File: src/hw/odm_pkg.sv
// Package for the opcode decode and execute map.
// Shared by the decoder top, its I/O subcode decoder and the testbench; nothing else assumed.
package odm_pkg;

    // ------------------------
    // Word layout
    // ------------------------
    localparam int WORD_W     = 24;  // Machine word width
    localparam int OPC_MSB    = 23;  // Operation field, two octal digits
    localparam int OPC_LSB    = 18;
    localparam int BSEL_MSB   = 17;  // Index designator b (0 means none)
    localparam int BSEL_LSB   = 16;
    localparam int FORM_BIT   = 15;  // Alternate form select
    localparam int ADDR_W     = 15;  // Word address / operand y width
    localparam int CHAR_W     = 17;  // Character address width
    localparam int SUB_MSB    = 17;  // Opcode 77 first subcode digit
    localparam int SUB_LSB    = 15;
    localparam int SUB2_MSB   = 14;  // Opcode 77 second subcode digit
    localparam int SUB2_LSB   = 12;

    // ------------------------
    // Operation codes (octal)
    // ------------------------
    localparam logic [5:0] OPC_SKIP_GE    = 6'o05;
    localparam logic [5:0] OPC_INDEX_SKIP = 6'o10;
    localparam logic [5:0] OPC_ENTER_CHA  = 6'o11;
    localparam logic [5:0] OPC_XOR        = 6'o16;
    localparam logic [5:0] OPC_AND        = 6'o17;
    localparam logic [5:0] OPC_LOAD_DBL   = 6'o25;
    localparam logic [5:0] OPC_STORE_WA   = 6'o44;
    localparam logic [5:0] OPC_STORE_CA   = 6'o46;
    localparam logic [5:0] OPC_DIVIDE     = 6'o51;
    localparam logic [5:0] OPC_UNUSED     = 6'o55;
    localparam logic [5:0] OPC_TRAP_LO    = 6'o56;
    localparam logic [5:0] OPC_TRAP_HI    = 6'o70;
    localparam logic [5:0] OPC_MOVE       = 6'o72;
    localparam logic [5:0] OPC_IN_CHAR    = 6'o73;
    localparam logic [5:0] OPC_OUT_WORD   = 6'o76;
    localparam logic [5:0] OPC_IO_CTRL    = 6'o77;

    // Store masks for the address store forms
    localparam logic [23:0] MASK_WORD_ADDR = 24'h007fff;
    localparam logic [23:0] MASK_CHAR_ADDR = 24'h01ffff;
    localparam logic [23:0] MASK_FULL      = 24'hffffff;
    localparam logic [23:0] WORD_RESET     = 24'h000000;

    // ------------------------
    // Operation classes handed to the datapath
    // ------------------------
    typedef enum logic [4:0] {
        OP_NONE, OP_SKIP_ACC_GE, OP_SKIP_Q_LE, OP_SKIP_IDX_LE,
        OP_IDX_SKIP_INC, OP_IDX_SKIP_DEC, OP_STORAGE_SHIFT, OP_ENTER_CHA,
        OP_XOR, OP_AND, OP_LOAD_DOUBLE, OP_STORE_WORD_ADDR,
        OP_STORE_CHAR_ADDR, OP_DIVIDE_DS, OP_MOVE_CHARS, OP_IN_CHAR_BLOCK,
        OP_IN_CHAR_ACC, OP_OUT_WORD_BLOCK, OP_OUT_WORD_ACC, OP_IO_CONTROL,
        OP_OTHER_NATIVE, OP_TRAP
    } odm_op_e;

    // Destination of a computed result
    typedef enum logic [2:0] {
        DEST_NONE, DEST_A, DEST_Q, DEST_IDX, DEST_AQ, DEST_MEM
    } odm_dest_e;

    // Decoded instruction as handed to the execution datapath
    typedef struct packed {
        odm_op_e     op;       // Operation class
        odm_dest_e   dest;     // Where result goes
        logic        skip;     // Skip the following instruction
        logic        trap;     // Route to trap path
        logic        illegal;  // Unassigned code or subcode
        logic [5:0]  opcode;   // Raw operation field
        logic [1:0]  bsel;     // Index designator
        logic [5:0]  subcode;  // Opcode 77 subcode, two digits
        logic [23:0] result;   // Computed value for dest
        logic [23:0] wmask;    // Bits written when dest is memory
    } odm_dec_s;

endpackage

File: src/hw/odm_io_subcode.sv
// Subcode checker for the opcode 77 I/O and interrupt group.
// Assumes the two subcode digits come straight from the instruction word.
`timescale 1ns/1ns
module odm_io_subcode
    import odm_pkg::*;
(
    input  wire logic [2:0] SUB_HI,  // First subcode digit
    input  wire logic [2:0] SUB_LO,  // Second subcode digit
    input  wire logic [2:0] XFIELD,  // x field, top digit of address
    output logic            ASSIGNED // Subcode has a meaning
);
    // ------------------------
    // Group 5 holds only 50..53 and 57; the others are free
    // ------------------------
    wire logic grp5_ok;  // Interrupt clear/mask family
    wire logic grp23_ok; // Sense forms need a nonzero x for 2x/3x
    assign grp5_ok  = (SUB_LO <= 3'h3) || (SUB_LO == 3'h7);
    // 20 and 30 are copy forms with x zero; any other second digit needs x
    assign grp23_ok = (SUB_LO == 3'h0) || (XFIELD != 3'h0);

    // Selection of the group answer
    assign ASSIGNED = (SUB_HI == 3'h5) ? grp5_ok :
                      ((SUB_HI == 3'h2) || (SUB_HI == 3'h3)) ? grp23_ok :
                      1'b1;
endmodule

File: src/hw/odm_decode.sv
// Opcode decode and execute map: the operation field to operation class.
// Sits between instruction fetch and the execution datapath, one clock.
`timescale 1ns/1ns
module odm_decode
    import odm_pkg::*;
#(
    parameter int WORD_BITS = WORD_W  // Data word width
)
(
    input  wire logic              CLK,          // 125 MHz core clock
    input  wire logic              RST,          // Synchronous, active high
    input  wire logic [23:0]       INSTR,        // Fetched instruction word
    input  wire logic              INSTR_VALID,  // Fetch offers a word
    output logic                   INSTR_READY,  // Decoder takes the word
    input  wire logic [23:0]       ACC,          // Accumulator A
    input  wire logic [23:0]       QREG,         // Q register
    input  wire logic [14:0]       IDX,          // Index selected by b
    output odm_pkg::odm_dec_s      DEC,          // Decoded instruction
    output logic                   DEC_VALID,    // DEC holds a result
    input  wire logic              DEC_READY     // Datapath accepts DEC
);
    import odm_pkg::*;

    // ------------------------
    // Elaboration check
    // ------------------------
    // The field layout is fixed to a 24-bit word
    if (WORD_BITS != WORD_W) begin : g_bad_width
        $error("odm_decode supports only a 24-bit word");
    end

    // ------------------------
    // Ones complement helpers
    // ------------------------
    // Map a ones complement word to twos complement, 25 bits wide.
    // Negative zero folds onto zero so both zeros compare equal.
    function automatic logic signed [24:0] oc_value(input logic [23:0] w);
        logic signed [24:0] v;
        v = signed'({w[23], w});
        if (w[23]) begin
            v = v + 25'sd1;
        end
        return v;
    endfunction

    // Ones complement add of a 15-bit index with end-around carry
    function automatic logic [14:0] oc_add15(input logic [14:0] a,
                                             input logic [14:0] b);
        logic [15:0] s;
        s = {1'b0, a} + {1'b0, b};
        s = {1'b0, s[14:0]} + {15'h0000, s[15]};
        // A zero result is given as positive zero
        if (s[14:0] == 15'h7fff) begin
            s[14:0] = 15'h0000;
        end
        return s[14:0];
    endfunction

    // Sign extend a 15-bit operand y to a full word
    function automatic logic [23:0] ext_y(input logic [14:0] y);
        return {{9{y[14]}}, y};
    endfunction

    // ------------------------
    // Field split
    // ------------------------
    wire logic [5:0]  opc;       // Operation field
    wire logic [1:0]  bsel;      // Index designator
    wire logic        form;      // Alternate form bit
    wire logic [14:0] y_fld;     // Operand y / address m
    wire logic [16:0] z_fld;     // Character address z
    wire logic [2:0]  sub_hi;    // Opcode 77 first digit
    wire logic [2:0]  sub_lo;    // Opcode 77 second digit
    wire logic [23:0] y_word;    // y widened to a word
    wire logic [23:0] idx_word;  // Index widened to a word
    assign opc      = INSTR[OPC_MSB:OPC_LSB];
    assign bsel     = INSTR[BSEL_MSB:BSEL_LSB];
    assign form     = INSTR[FORM_BIT];
    assign y_fld    = INSTR[ADDR_W-1:0];
    assign z_fld    = INSTR[CHAR_W-1:0];
    assign sub_hi   = INSTR[SUB_MSB:SUB_LSB];
    assign sub_lo   = INSTR[SUB2_MSB:SUB2_LSB];
    assign y_word   = ext_y(y_fld);
    assign idx_word = ext_y(IDX);

    // ------------------------
    // Compares and index stepping
    // ------------------------
    wire logic        a_ge_y;    // (A) >= y
    wire logic        q_le_y;    // (Q) <= y
    wire logic        i_le_y;    // (B) <= y
    wire logic        i_eq_y;    // (B) == y, end of index count
    wire logic [14:0] idx_inc;   // Index plus one
    wire logic [14:0] idx_dec;   // Index minus one
    assign a_ge_y  = oc_value(ACC) >= oc_value(y_word);
    assign q_le_y  = oc_value(QREG) <= oc_value(y_word);
    assign i_le_y  = oc_value(idx_word) <= oc_value(y_word);
    assign i_eq_y  = oc_value(idx_word) == oc_value(y_word);
    assign idx_inc = oc_add15(IDX, 15'h0001);
    // Adding negative one in ones complement steps the index down
    assign idx_dec = oc_add15(IDX, 15'h7ffe);

    // ------------------------
    // Logical results, shared by opcodes 16 and 17
    // ------------------------
    wire logic [23:0] logic_src;  // Register chosen by b and form
    wire odm_dest_e   logic_dest; // Matching destination
    wire logic [23:0] xor_res;    // Exclusive OR result
    wire logic [23:0] and_res;    // AND result
    assign logic_src  = (bsel != 2'b00) ? idx_word : (form ? QREG : ACC);
    assign logic_dest = (bsel != 2'b00) ? DEST_IDX : (form ? DEST_Q : DEST_A);
    assign xor_res    = y_word ^ logic_src;
    assign and_res    = y_word & logic_src;

    // ------------------------
    // Opcode 77 subcode check
    // ------------------------
    wire logic sub_ok;  // Subcode is assigned
    odm_io_subcode u_sub (
        .SUB_HI   (sub_hi),
        .SUB_LO   (sub_lo),
        .XFIELD   (sub_lo),
        .ASSIGNED (sub_ok)
    );

    // ------------------------
    // Operation map
    // ------------------------
    odm_dec_s next_dec;  // Decode of the word on INSTR
    always_comb begin
        next_dec         = '0;
        next_dec.op      = OP_OTHER_NATIVE;
        next_dec.dest    = DEST_NONE;
        next_dec.opcode  = opc;
        next_dec.bsel    = bsel;
        next_dec.wmask   = MASK_FULL;
        next_dec.result  = WORD_RESET;
        case (opc)
            OPC_SKIP_GE: begin
                // Index form wins over the A and Q forms
                if (bsel != 2'b00) begin
                    next_dec.op   = OP_SKIP_IDX_LE;
                    next_dec.skip = i_le_y;
                end else if (form) begin
                    next_dec.op   = OP_SKIP_Q_LE;
                    next_dec.skip = q_le_y;
                end else begin
                    next_dec.op   = OP_SKIP_ACC_GE;
                    next_dec.skip = a_ge_y;
                end
            end
            OPC_INDEX_SKIP: begin
                // With no index named this is the storage shift form
                if (bsel == 2'b00) begin
                    next_dec.op = OP_STORAGE_SHIFT;
                end else begin
                    next_dec.op     = form ? OP_IDX_SKIP_DEC : OP_IDX_SKIP_INC;
                    next_dec.dest   = DEST_IDX;
                    next_dec.skip   = i_eq_y;
                    next_dec.result = ext_y(form ? idx_dec : idx_inc);
                end
            end
            OPC_ENTER_CHA: begin
                next_dec.op     = OP_ENTER_CHA;
                next_dec.dest   = DEST_A;
                next_dec.result = {7'h00, z_fld};
            end
            OPC_XOR: begin
                next_dec.op     = OP_XOR;
                next_dec.dest   = logic_dest;
                next_dec.result = xor_res;
            end
            OPC_AND: begin
                next_dec.op     = OP_AND;
                next_dec.dest   = logic_dest;
                next_dec.result = and_res;
            end
            OPC_LOAD_DBL: begin
                // Datapath reads two words into A then Q
                next_dec.op   = OP_LOAD_DOUBLE;
                next_dec.dest = DEST_AQ;
            end
            OPC_STORE_WA: begin
                // Only the address part of the word is written
                next_dec.op     = OP_STORE_WORD_ADDR;
                next_dec.dest   = DEST_MEM;
                next_dec.wmask  = MASK_WORD_ADDR;
                next_dec.result = ACC & MASK_WORD_ADDR;
            end
            OPC_STORE_CA: begin
                next_dec.op     = OP_STORE_CHAR_ADDR;
                next_dec.dest   = DEST_MEM;
                next_dec.wmask  = MASK_CHAR_ADDR;
                next_dec.result = ACC & MASK_CHAR_ADDR;
            end
            OPC_DIVIDE: begin
                // Quotient and remainder return to A and Q
                next_dec.op   = OP_DIVIDE_DS;
                next_dec.dest = DEST_AQ;
            end
            OPC_UNUSED: begin
                next_dec.op      = OP_NONE;
                next_dec.illegal = 1'b1;
            end
            OPC_MOVE: begin
                next_dec.op = OP_MOVE_CHARS;
            end
            OPC_IN_CHAR: begin
                // Single character form lands in A
                next_dec.op   = form ? OP_IN_CHAR_ACC : OP_IN_CHAR_BLOCK;
                next_dec.dest = form ? DEST_A : DEST_MEM;
            end
            OPC_OUT_WORD: begin
                next_dec.op     = form ? OP_OUT_WORD_ACC : OP_OUT_WORD_BLOCK;
                next_dec.result = form ? ACC : WORD_RESET;
            end
            OPC_IO_CTRL: begin
                next_dec.op      = sub_ok ? OP_IO_CONTROL : OP_NONE;
                next_dec.subcode = {sub_hi, sub_lo};
                next_dec.illegal = !sub_ok;
            end
            default: begin
                // Extended arithmetic, floating point and E register ops
                if ((opc >= OPC_TRAP_LO) && (opc <= OPC_TRAP_HI)) begin
                    next_dec.op   = OP_TRAP;
                    next_dec.trap = 1'b1;
                end
            end
        endcase
    end

    // ------------------------
    // Handshake state
    // ------------------------
    // Gray path: empty -> holding -> empty
    typedef enum logic [0:0] {
        ST_EMPTY = 1'b0,  // Nothing offered downstream
        ST_HOLD  = 1'b1   // DEC waits for the datapath
    } odm_state_e;

    odm_state_e state;       // Present state
    odm_state_e next_state;  // State for the next edge
    wire logic  take;        // An instruction is taken this cycle
    wire logic  drain;       // The datapath takes DEC this cycle

    // A held result may be replaced in the cycle it drains, so the
    // decoder sustains one word per clock without a bubble.
    assign drain       = (state == ST_HOLD) && DEC_READY;
    assign INSTR_READY = (state == ST_EMPTY) || DEC_READY;
    assign take        = INSTR_VALID && INSTR_READY;
    assign DEC_VALID   = (state == ST_HOLD);

    always_comb begin
        case (state)
            ST_EMPTY: next_state = take ? ST_HOLD : ST_EMPTY;
            ST_HOLD:  next_state = (drain && !take) ? ST_EMPTY : ST_HOLD;
            default:  next_state = ST_EMPTY;
        endcase
    end

    // ------------------------
    // Registers
    // ------------------------
    // State register
    always_ff @(posedge CLK) begin
        if (RST) begin
            state <= ST_EMPTY;
        end else begin
            state <= next_state;
        end
    end

    // Decoded word register; holds while the datapath stalls
    always_ff @(posedge CLK) begin
        if (RST) begin
            DEC <= '0;
        end else if (take) begin
            DEC <= next_dec;
        end
    end

endmodule

File: config.mk
export PLATFORM = sky130hd
export DESIGN_NAME = odm_decode
export DESIGN_NICKNAME = d
export VERILOG_FILES = /design/src/hw/odm_pkg.sv /design/src/hw/odm_io_subcode.sv /design/src/hw/odm_decode.sv
export SDC_FILE = /design/constraint.sdc
export NUM_CORES = 1
export LEC_CHECK = 0
export ABC_AREA = 1
export BUFFER_PORTS_ARGS = -buffer_cell sky130_fd_sc_hd__buf_2
export CAP_MARGIN = 20
export CORE_MARGIN = 4
export CORE_UTILIZATION = 55
export DETAILED_ROUTE_END_ITERATION = 8
export HOLD_SLACK_MARGIN = 0.06
export MAX_ROUTING_LAYER = met4
export PLACE_DENSITY = 0.79
export SLEW_MARGIN = 5
export SYNTH_ARGS = -nofsm -noshare
export SYNTH_HDL_FRONTEND = slang
export SYNTH_HIERARCHICAL = 1
export SYNTH_SLANG_ARGS = --single-unit
File: constraint.sdc
create_clock -name CLK -period 5.8 [get_ports CLK]
set_input_delay 0.87 -clock CLK [delete_from_list [all_inputs] [get_ports CLK]]
set_output_delay 0.87 -clock CLK [all_outputs]
set_load 0.01 [all_outputs]
==> results of run 1 <==
==> registers in the layout (all words and copies together), names as in the netlist <==
name,cells
DEC,52
DEC_VALID,1
==> cell families after synthesis <==
group | after synthesis | synth area share
xor+xnor | 57 | 0.05779
buf+inv | 238 | 0.1147
fa+ha+maj | 95 | 0.1336
flops | 53 | 0.1192
simple gates | 862 | 0.4172
compound gates | 214 | 0.1564
mux | 1 | 0.001125
==> layout make-up <==
cell class                 count  area share
multi-input combinational   1229      0.6918
sequential                    53      0.1077
timing repair buffer         174     0.09067
inverter                     175     0.06667
tap                          216     0.02743
clock buffer                   5     0.01270
clock inverter                 3    0.002540
antenna                        2   0.0005079
==> worst max-delay path: stages <==
cell and delay (ns):
buf_2 0.17, nand3_1 0.13, nor2_1 0.31, nand3_1 0.18, nor3_1 0.29, nand4_1 0.23, nor4_1 0.41, nand3_1 0.12
nor2_1 0.13, xor2_1 0.08, ha_1 0.27, nand2_1 0.09, nor4_1 0.48, nand3b_1 0.12, inv_1 0.07, nand3_1 0.07
nand2_1 0.07, inv_1 0.05, nand2_1 0.05, nand2_1 0.05, nand3_1 0.08, nand3_1 0.10, nand2_1 0.09, nand2_1 0.07
a21oi_1 0.15
==> stage by stage <==
step | power, mW | cell area, sq um
3_5_place_dp | 0.9372 | 9698
6_report | 1.247 | 9853
3_3_place_gp | 0.9281 | 9698
2_1_floorplan | 0.7491 | 8899
5_1_grt | 1.325 | 9853
4_1_cts | 1.237 | 9848
==> layer usage <==
metal / GRT usage / vias to the layer above
met5: - / -
met4: 0.1641 / 0
met3: 0.04755 / 98
met2: 0.5553 / 508
met1: 0.4643 / 4803
li1: - / 5255
==> worst max-delay path by stage <==
stage	from	end	depth (start not counted)
5_1_grt	ACC[23]	DEC[64]$_SDFFE_PP0P_	25
3_3_place_gp	ACC[1]	DEC[64]$_SDFFE_PP0P_	25
2_1_floorplan	INSTR[14]	DEC[64]$_SDFFE_PP0P_	17
3_5_place_dp	ACC[1]	DEC[64]$_SDFFE_PP0P_	25
4_1_cts	ACC[1]	DEC[64]$_SDFFE_PP0P_	25
6_report	ACC[1]	DEC[64]$_SDFFE_PP0P_	25
==> power by group <==
part / total (mW) / switching (mW) / internal (mW)
clock network: 0.306 / 0.144 / 0.163
logic: 0.554 / 0.374 / 0.181
registers: 0.387 / 0.00915 / 0.377
total: 1.25 / 0.527 / 0.721
==> cell usage in the layout (no fill, tap or decap), types with 8 or more instances in the layout <==
cell type  count
a21oi_1       69
a21oi_2        9
a221oi_1      22
a22o_1         8
buf_2        165
buf_4          9
dfxtp_1       53
ha_1          95
inv_1        166
inv_2          8
nand2_1      501
nand2_2       19
nand3_1       78
nand4_1       39
nor2_1       155
nor2_2        16
nor3_1        21
nor4_1        13
o211ai_1       9
o21ai_0       47
o221ai_1      20
xnor2_1        8
xor2_1        47
==> reports/results.txt, run 1 <==
Initial Util: 0.5602
Worst Path Required: 6.02 ns
WL final: 32.93 mm
CTS tree: done
Setup bufs post-CTS: 0
Cts hold-fix bufs: 0
Count of final max-slew check failures: 0
Slew HR: 0.3128
WL met1: 13.74 mm
Reg2reg start: DEC_VALID$_SDFF_PP0_
Post-route insts no fill: 1857
Via count: 10660
Die outline width: 135.2 um
Critical path launch point type: primary input
CTS resizes: 0
R2r worst-path depth: 7
MaxCap Viol Count: 0
Inst Count DP: 1847
Worst VDD drop: 142.5 uV
Crit Path Class: in2reg
Primary FF master, synth: dfxtp_1
Synthesized area: 8899 sq um
Syn_nets: 1706
Cell type with the largest total area after synthesis: nand2_1
Most common cell in the netlist: nand2_1
Ports: 166
Hold Path Origin: DEC[44]$_SDFFE_PP0P_
Ranking of synthesized cells by area: nand2_1 21%, ha_1 13%, dfxtp_1 12%
GRT Util Overall: 0.3578
DR WL/cell: 17.73 um
Hold Crit Depth: 2
Final HPWL DP: 26.98 mm
R2R Setup Slk: 3.43 ns
Share of cells above drive strength 1: 0.1513
Layout Utilization: 0.6203
PortBufs: 165
Final TNS setup: 0 ns
Synth top area share: 0.2113
Largest net degree at the start of global routing: 65
DRC Markers: 0
Antenna-violating nets left: 0
Tmin final: 4.520 ns
Arrival time worst endpoint: 4.74 ns
EDFF count, synth: 0
Met3 routed WL: 2.907 mm
DR iter-0 viols: 1044
Final period util: 0.7794
Ys async rst share: 0
Met2 wire length: 14.64 mm
Drt via density: 5.743
Clk buf depth: 2
Hold WC Path Type: reg2reg
Actual slew at the worst max-slew pin: 1.031 ns
Clock latency on the worst-skew pair: 0.29 ns
Final net count: 1824
Final Wtd Congestion: 1.061
Layout Area Growth over Synthesis: 10.73%
FP Rows: 46
Fmax: 0.2212 GHz
First-pass GRT wire length: 50.60 mm
Outcome: complete, no violations
Final Setup Violations: 0
Power per cell area: 126.6 nW/um^2
Place WS: 1.015 ns
First-pass DRT Iterations: 5
Leakage: 5.210 nW
Die area: 18280 sq um
Total CTS buffers: 5
Unrepaired setup endpoints after global routing: false
Max FO, Critical Path: 5
Die height: 135.2 um
Fill count: 1661
Htree depth: 2
Clk sinks: 53
Yosys warnings: 6
Post-Synthesis Cells: 1520
Storage cell area: 1061 sq um
Vias in the first global route: 9751
Max Used Layer: met4
WHS Endpoint: DEC[44]$_SDFFE_PP0P_
Sequential area share after synthesis: 0.1192
Fin Hold WS: 0.4614 ns
Synth cell types: 54
Flops & latches, synth: 53
PnR worst setup slack: 1.280 ns
Remaining global-route overflow: 0
Setup crit end kind: flop
Core area: 15890 sq um
Synth cell count leaders: 501 x nand2_1, 166 x inv_1, 155 x nor2_1, 95 x ha_1, 78 x nand3_1
Multi-input gate area: 6817 sq um
Fin. Hold Viols: 0
Worst reg2reg path endpoint: DEC[68]$_SDFFE_PP0P_
Mean Syn Cell Area: 5.854 sq um
Clock root cell: clkbuf_16
Clk_skew: 0.004655 ns
Clock Pin Slew Worst Setup and Hold Paths: 0.07 ns
Initial antenna violation count: 2
No activity file was read; power rests on OpenSTA's default activity.
==> inputs of run 2 (changes only) <==
clock period = 4.5 ns   (was 5.8 ns; I/O delays follow)
==> run 2 against run 1 <==
Net effect:
- global-route usage is 1.3 points higher
- sequential share of layout area is 0.11 points lower
- setup slack worse by 0.82 ns
- via count is 1.3% higher
- clock power is 32% higher
- sequential power is 29% higher
- clock-buffer cell count stayed put
- clock skew is 0.0012 ns higher
- hold slack better by 0.0031 ns
- first-iteration DRC count is 16% higher
- utilization is 0.64 points higher
==> reports/results.txt, run 2 (synthesized netlist as in run 1, its figures left out) <==
Biggest register: DEC
Place WS: 0.1710 ns (-0.8443 ns)
Crit-path max cell delay: 0.54 ns (+0.06 ns)
R2R Setup Slk: 2.20 ns (-1.23 ns)
Layout Utilization: 0.6267 (+0.006380)
Outcome: complete, no violations
Clk sinks: 53 (unchanged)
FP Rows: 46 (unchanged)
Power per cell area: 163.6 nW/um^2 (+29%)
Clock Pin Slew Worst Setup and Hold Paths: 0.07 ns (about the same)
Hold Crit Depth: 2 (unchanged)
Post-Layout Inst Area: 9955 sq um (+1.0%)
Core area: 15890 sq um (unchanged)
Final net count: 1835 (+0.60%)
R2r worst-path depth: 7 (unchanged)
Worst Path Required: 4.73 ns (-1.29 ns)
CP delay by family, top: simple AND/OR/NAND/NOR gates
Worst reg2reg path endpoint: DEC[68]$_SDFFE_PP0P_
MaxCap Viol Count: 0 (unchanged)
Actual slew at the worst max-slew pin: 0.9893 ns (-0.04149 ns)
Vias in the first global route: 9918 (+1.7%)
Final Wtd Congestion: 1.050 (-1.1%)
Die area: 18280 sq um (unchanged)
Arrival time worst endpoint: 4.26 ns (-0.48 ns)
Crit Path Class: in2reg
Clock root cell: clkbuf_16
Final HPWL DP: 28.14 mm (+4.3%)
Slew HR: 0.3395 (+0.02670)
Initial Util: 0.5602 (unchanged)
GRT Util Overall: 0.3710 (+0.01313)
Critical path launch point type: primary input
Layout Area Growth over Synthesis: 11.87%
Clk buf depth: 2 (unchanged)
Remaining global-route overflow: 0 (unchanged)
Htree depth: 2 (unchanged)
Crit path max-delay cell type: nor4_1
Final TNS setup: 0 ns (unchanged)
DR WL/cell: 18.23 um (+2.8%)
Setup bufs post-CTS: 0 (unchanged)
Drt via density: 5.785 (+0.73%)
Max FFs per register: 52 (unchanged)
Initial antenna violation count: 2 (unchanged)
Die outline width: 135.2 um (unchanged)
CTS tree: done
Setup crit end kind: flop
Antenna-violating nets left: 0 (unchanged)
Crit path top cell by count: nand2_1
Final Setup Violations: 0 (unchanged)
Die height: 135.2 um (unchanged)
Worst VDD drop: 162.0 uV (+14%)
Ports: 166 (unchanged)
Hold Path Origin: DEC[34]$_SDFFE_PP0P_
Clock latency on the worst-skew pair: 0.30 ns (about the same)
Fin Hold WS: 0.4644 ns (+0.003074 ns)
Most frequent cells in the layout: 501 x nand2_1, 166 x inv_1, 165 x buf_2
Via count: 10810 (+1.3%)
Fmax: 0.2478 GHz
Reg2reg start: DEC_VALID$_SDFF_PP0_
Share of cells above drive strength 1: 0.1576 (+0.006264)
PnR worst setup slack: 0.4645 ns (-0.8151 ns)
Max FO, Critical Path: 6 (+1)
Hold WC Path Type: reg2reg
PortBufs: 165 (unchanged)
Most common cell after layout, fill and taps aside: nand2_1
Tmin final: 4.036 ns
Fin. Hold Viols: 0 (unchanged)
DRC Markers: 0 (unchanged)
Fill count: 1601 (-3.6%)
Largest net degree at the start of global routing: 65 (unchanged)
Clk_skew: 0.005875 ns (+0.001221 ns)
DR iter-0 viols: 1206 (+16%)
WHS Endpoint: DEC[34]$_SDFFE_PP0P_
Count of final max-slew check failures: 0 (unchanged)
First-pass GRT wire length: 52.14 mm (+3.0%)
First-pass DRT Iterations: 5 (unchanged)
Total CTS buffers: 5 (unchanged)
WL final: 34.05 mm (+3.4%)
Placed instance area: 9793 sq um (+0.98%)
Buf+Inv Stages, Crit Path: 4 (+1)
Unrepaired setup endpoints after global routing: false
Final period util: 0.8968
Leakage: 5.271 nW (+1.2%)
## run 2: cell count changes in the layout (fill, tap and decap cells not counted)
cell and delta:
nor4_2 +1, inv_6 +1, buf_4 +10, buf_12 +1
nor4_1 -1, clkinv_4 -1
## run 2: per-stage QoR
stage,total power [mW],cells
after floorplan,0.9655,1520
after global placement,1.209,1858
after detailed placement,1.218,1858
after CTS,1.614,1866
after global routing,1.725,1868
final,1.629,1868
## run 2: worst max path at each step
stage               from                    to  slack, ns  cells past startpoint
2_1_floorplan  INSTR[14]  DEC[64]$_SDFFE_PP0P_       0.08                     17
3_3_place_gp      IDX[2]  DEC[44]$_SDFFE_PP0P_       0.38                     25
3_5_place_dp      IDX[2]  DEC[46]$_SDFFE_PP0P_       0.17                     25
4_1_cts           IDX[2]  DEC[46]$_SDFFE_PP0P_       0.49                     25
5_1_grt           IDX[2]  DEC[46]$_SDFFE_PP0P_       0.11                     25
6_report         ACC[23]  DEC[64]$_SDFFE_PP0P_       0.46                     25
## run 2: final cells by class
| cell class | instances | area, sq um | area share |
|---|---|---|---|
| repair buffers | 185 | 988.4 | 0.09930 |
| clock inverters | 3 | 25.02 | 0.002514 |
| diodes | 2 | 5.005 | 0.0005028 |
| inverters | 175 | 656.9 | 0.06599 |
| well taps | 216 | 270.3 | 0.02715 |
| multi-input cells | 1229 | 6823 | 0.6854 |
| flip-flops and latches | 53 | 1061 | 0.1066 |
| clock buffers | 5 | 125.1 | 0.01257 |
## run 2: tightest hold or removal path, delay by kind of cell, from the launching register on
kind | cells | cell delay, ns
flip-flops | 1 | 0.31
AND/OR/NAND/NOR | 1 | 0.06
AO/OA/AOI/OAI | 1 | 0.05
## run 2: where the power goes
group / total (mW) / switching, mW / internal (mW) / leakage [nW]
registers: 0.499 / 0.0120 / 0.487 / 0.432
clock network: 0.403 / 0.192 / 0.211 / 0.0708
logic: 0.727 / 0.489 / 0.238 / 4.77
total: 1.63 / 0.694 / 0.935 / 5.27
## run 2: repair_timing
action                                  in CTS  in global routing
resized for setup                            0                  1
hold buffers                                 0                  0
endpoints found under the setup margin       0                  2
## run 2: layer usage
layer,routed length [um],track usage,part of all wire,up-vias
li1,-,-,-,5295
met1,13440,0.4754,0.39,4828
met3,3691,0.06278,0.11,98
met5,0,-,0,-
met4,1696,0.1501,0.050,0
met2,15220,0.5827,0.45,585
==> inputs of run 3 (changes only) <==
CORE_ASPECT_RATIO = 0.8   (was not set)
==> run 3 against run 2 <==
Net effect:
- flip-flop and latch count stayed put
- first-iteration DRC count is 4.2% higher
- via count increased by 0.28%
- critical endpoint unchanged
- routed wire length fell by 0.52%
- largest cell class unchanged
- global-route usage decreased by 0.28 points
- clock-buffer cell count unchanged
- sequential share of layout area did not move
- register-to-register slack gained 0.24 ns
- critical path type unchanged
==> reports/results.txt, run 3 (synthesized netlist as in run 1, its figures left out) <==
Outcome: complete, no violations
Core area: 15800 sq um (-0.54%)
Placed instance area: 9794 sq um (about the same)
Layout Area Growth over Synthesis: 11.87% (unchanged)
Share of cells above drive strength 1: 0.1580 (+0.0004146)
DR WL/cell: 18.11 um (-0.63%)
Die height: 121.8 um (-9.9%)
Worst VDD drop: 112.8 uV (-30%)
Clock latency on the worst-skew pair: 0.30 ns (about the same)
Actual slew at the worst max-slew pin: 1.176 ns (+0.1866 ns)
Final period util: 0.8976 (about the same)
Hold WC Path Type: reg2reg
Count of final max-slew check failures: 0 (unchanged)
Worst Path Required: 4.73 ns (about the same)
Crit Path Class: in2reg
Critical path launch point type: primary input
Switching power: 0.6873 mW (-0.89%)
Crit path max-delay cell type: nor4_1
Vias in the first global route: 9366 (-5.6%)
Crit-path max cell delay: 0.44 ns (-0.10 ns)
Final HPWL DP: 28.27 mm (+0.48%)
Setup bufs post-CTS: 0 (unchanged)
First-pass DRT Iterations: 6 (+1)
Drt via density: 5.795 (+0.17%)
Via count: 10840 (+0.28%)
Buf+Inv Stages, Crit Path: 3 (-1)
Arrival time worst endpoint: 4.27 ns (about the same)
DR iter-0 viols: 1257 (+4.2%)
Tmin final: 4.039 ns (+0.003762 ns)
Final Wtd Congestion: 1.070 (+1.9%)
Slew HR: 0.2132 (-0.1263)
Final TNS setup: 0 ns (unchanged)
Die outline width: 150.2 um (+11%)
DRC Markers: 0 (unchanged)
WL final: 33.87 mm (-0.52%)
Most common cell after layout, fill and taps aside: nand2_1
Clk buf depth: 2 (unchanged)
Max FFs per register: 52 (unchanged)
Power share of the combinational group: 0.453 (+0.007)
FP Rows: 41 (-11%)
Total CTS buffers: 5 (unchanged)
Switching part of the total: 0.4247 (-0.001155)
Antenna-violating nets left: 0 (unchanged)
Remaining global-route overflow: 0 (unchanged)
MaxCap Viol Count: 0 (unchanged)
Reg power frac: 0.308 (+0.002)
Clk sinks: 53 (unchanged)
Clk_skew: 0.006692 ns (+0.0008171 ns)
Max FO, Critical Path: 5 (-1)
Fmax: 0.2476 GHz (about the same)
Htree depth: 2 (unchanged)
Setup crit end kind: flop
CTS tree: done
Power per cell area: 162.6 nW/um^2 (-0.62%)
Place WS: 0.2235 ns (+0.05258 ns)
Clock Pin Slew Worst Setup and Hold Paths: 0.08 ns (about the same)
Largest net degree at the start of global routing: 40 (-38%)
Final net count: 1837 (+0.11%)
Biggest register: DEC
Initial antenna violation count: 3 (+1)
Leakage: 5.271 nW (about the same)
Ports: 166 (unchanged)
Cts hold-fix bufs: 0 (unchanged)
PortBufs: 165 (unchanged)
CP delay by family, top: simple AND/OR/NAND/NOR gates
Post-route insts no fill: 1870 (+0.11%)
Unrepaired setup endpoints after global routing: false
Initial Util: 0.5632 (+0.003016)
Clock network power share: 0.239 (-0.009)
Clock root cell: clkbuf_16
Fin. Hold Viols: 0 (unchanged)
Inst Count DP: 1859 (+0.054%)
Die area: 18290 sq um (about the same)
GRT Util Overall: 0.3682 (-0.002809)
Cell-internal power: 0.9311 mW (-0.42%)
Post-Layout Inst Area: 9955 sq um (unchanged)
First-pass GRT wire length: 50.99 mm (-2.2%)
Most frequent cells in the layout: 501 x nand2_1, 166 x inv_1, 165 x buf_2
Final Setup Violations: 0 (unchanged)
PnR worst setup slack: 0.4607 ns (-0.003762 ns)
## run 3: cell type report
class                           instances  area (sq um)
Antenna cell                            3         7.507
Clock buffer                            5         125.1
Clock inverter                          3         22.52
Fill cell                            1625          5846
Inverter                              175         656.9
Multi-Input combinational cell       1229          6822
Sequential cell                        53          1061
Tap cell                              215         269.0
Timing Repair Buffer                  187         991.0
## run 3: metal layers
metal	part of all wire	vias up	GRT usage	routed length, um
met3	0.14	44	0.1134	4585
met1	0.45	4921	0.5329	15370
met5	0	-	-	0
met2	0.40	582	0.5049	13440
met4	0.014	0	0.06686	476
li1	-	5289	-	-
## run 3: power groups by stage
stage / Combinational (mW) / Sequential [mW] / Clock (mW)
floorplan: 0.449 / 0.517 / 0
global placement: 0.695 / 0.508 / 0
detailed placement: 0.706 / 0.509 / 0
CTS: 0.709 / 0.498 / 0.387
global route: 0.810 / 0.501 / 0.405
finish: 0.733 / 0.499 / 0.387
## run 3: tightest hold or removal path: stages (launching register included)
cell     delay [ns]
dfxtp_1        0.31
nand2_1        0.06
a21oi_1        0.05
## run 3: stage by stage
step | total power, mW | hold slack [ns] | util
finish | 1.618 | 0.4644 | 0.6300
global route | 1.716 | 0.4803 | 0.6300
CTS | 1.594 | 0.4646 | 0.6292
detailed placement | 1.215 | 0.4539 | 0.6199
floorplan | 0.9655 | 0.4900 | -
global placement | 1.203 | 0.4493 | 0.6199
## run 3: path summary, 6_finish.rpt
| kind | to | start | slack [ns] | cells past startpoint |
|---|---|---|---|---|
| setup reg to reg | DEC[72]$_SDFFE_PP0P_ | DEC_VALID$_SDFF_PP0_ | 2.44 | 8 |
| hold / removal | DEC[54]$_SDFFE_PP0P_ | DEC[54]$_SDFFE_PP0P_ | 0.46 | 2 |
| hold reg to reg | DEC[54]$_SDFFE_PP0P_ | DEC[54]$_SDFFE_PP0P_ | 0.46 | 2 |
| setup / recovery | DEC[64]$_SDFFE_PP0P_ | ACC[1] | 0.46 | 25 |
## run 3: what timing repair did
action,in CTS,in global routing
resized for setup,0,1
endpoints found under the hold margin,0,0
setup endpoints to repair,0,7
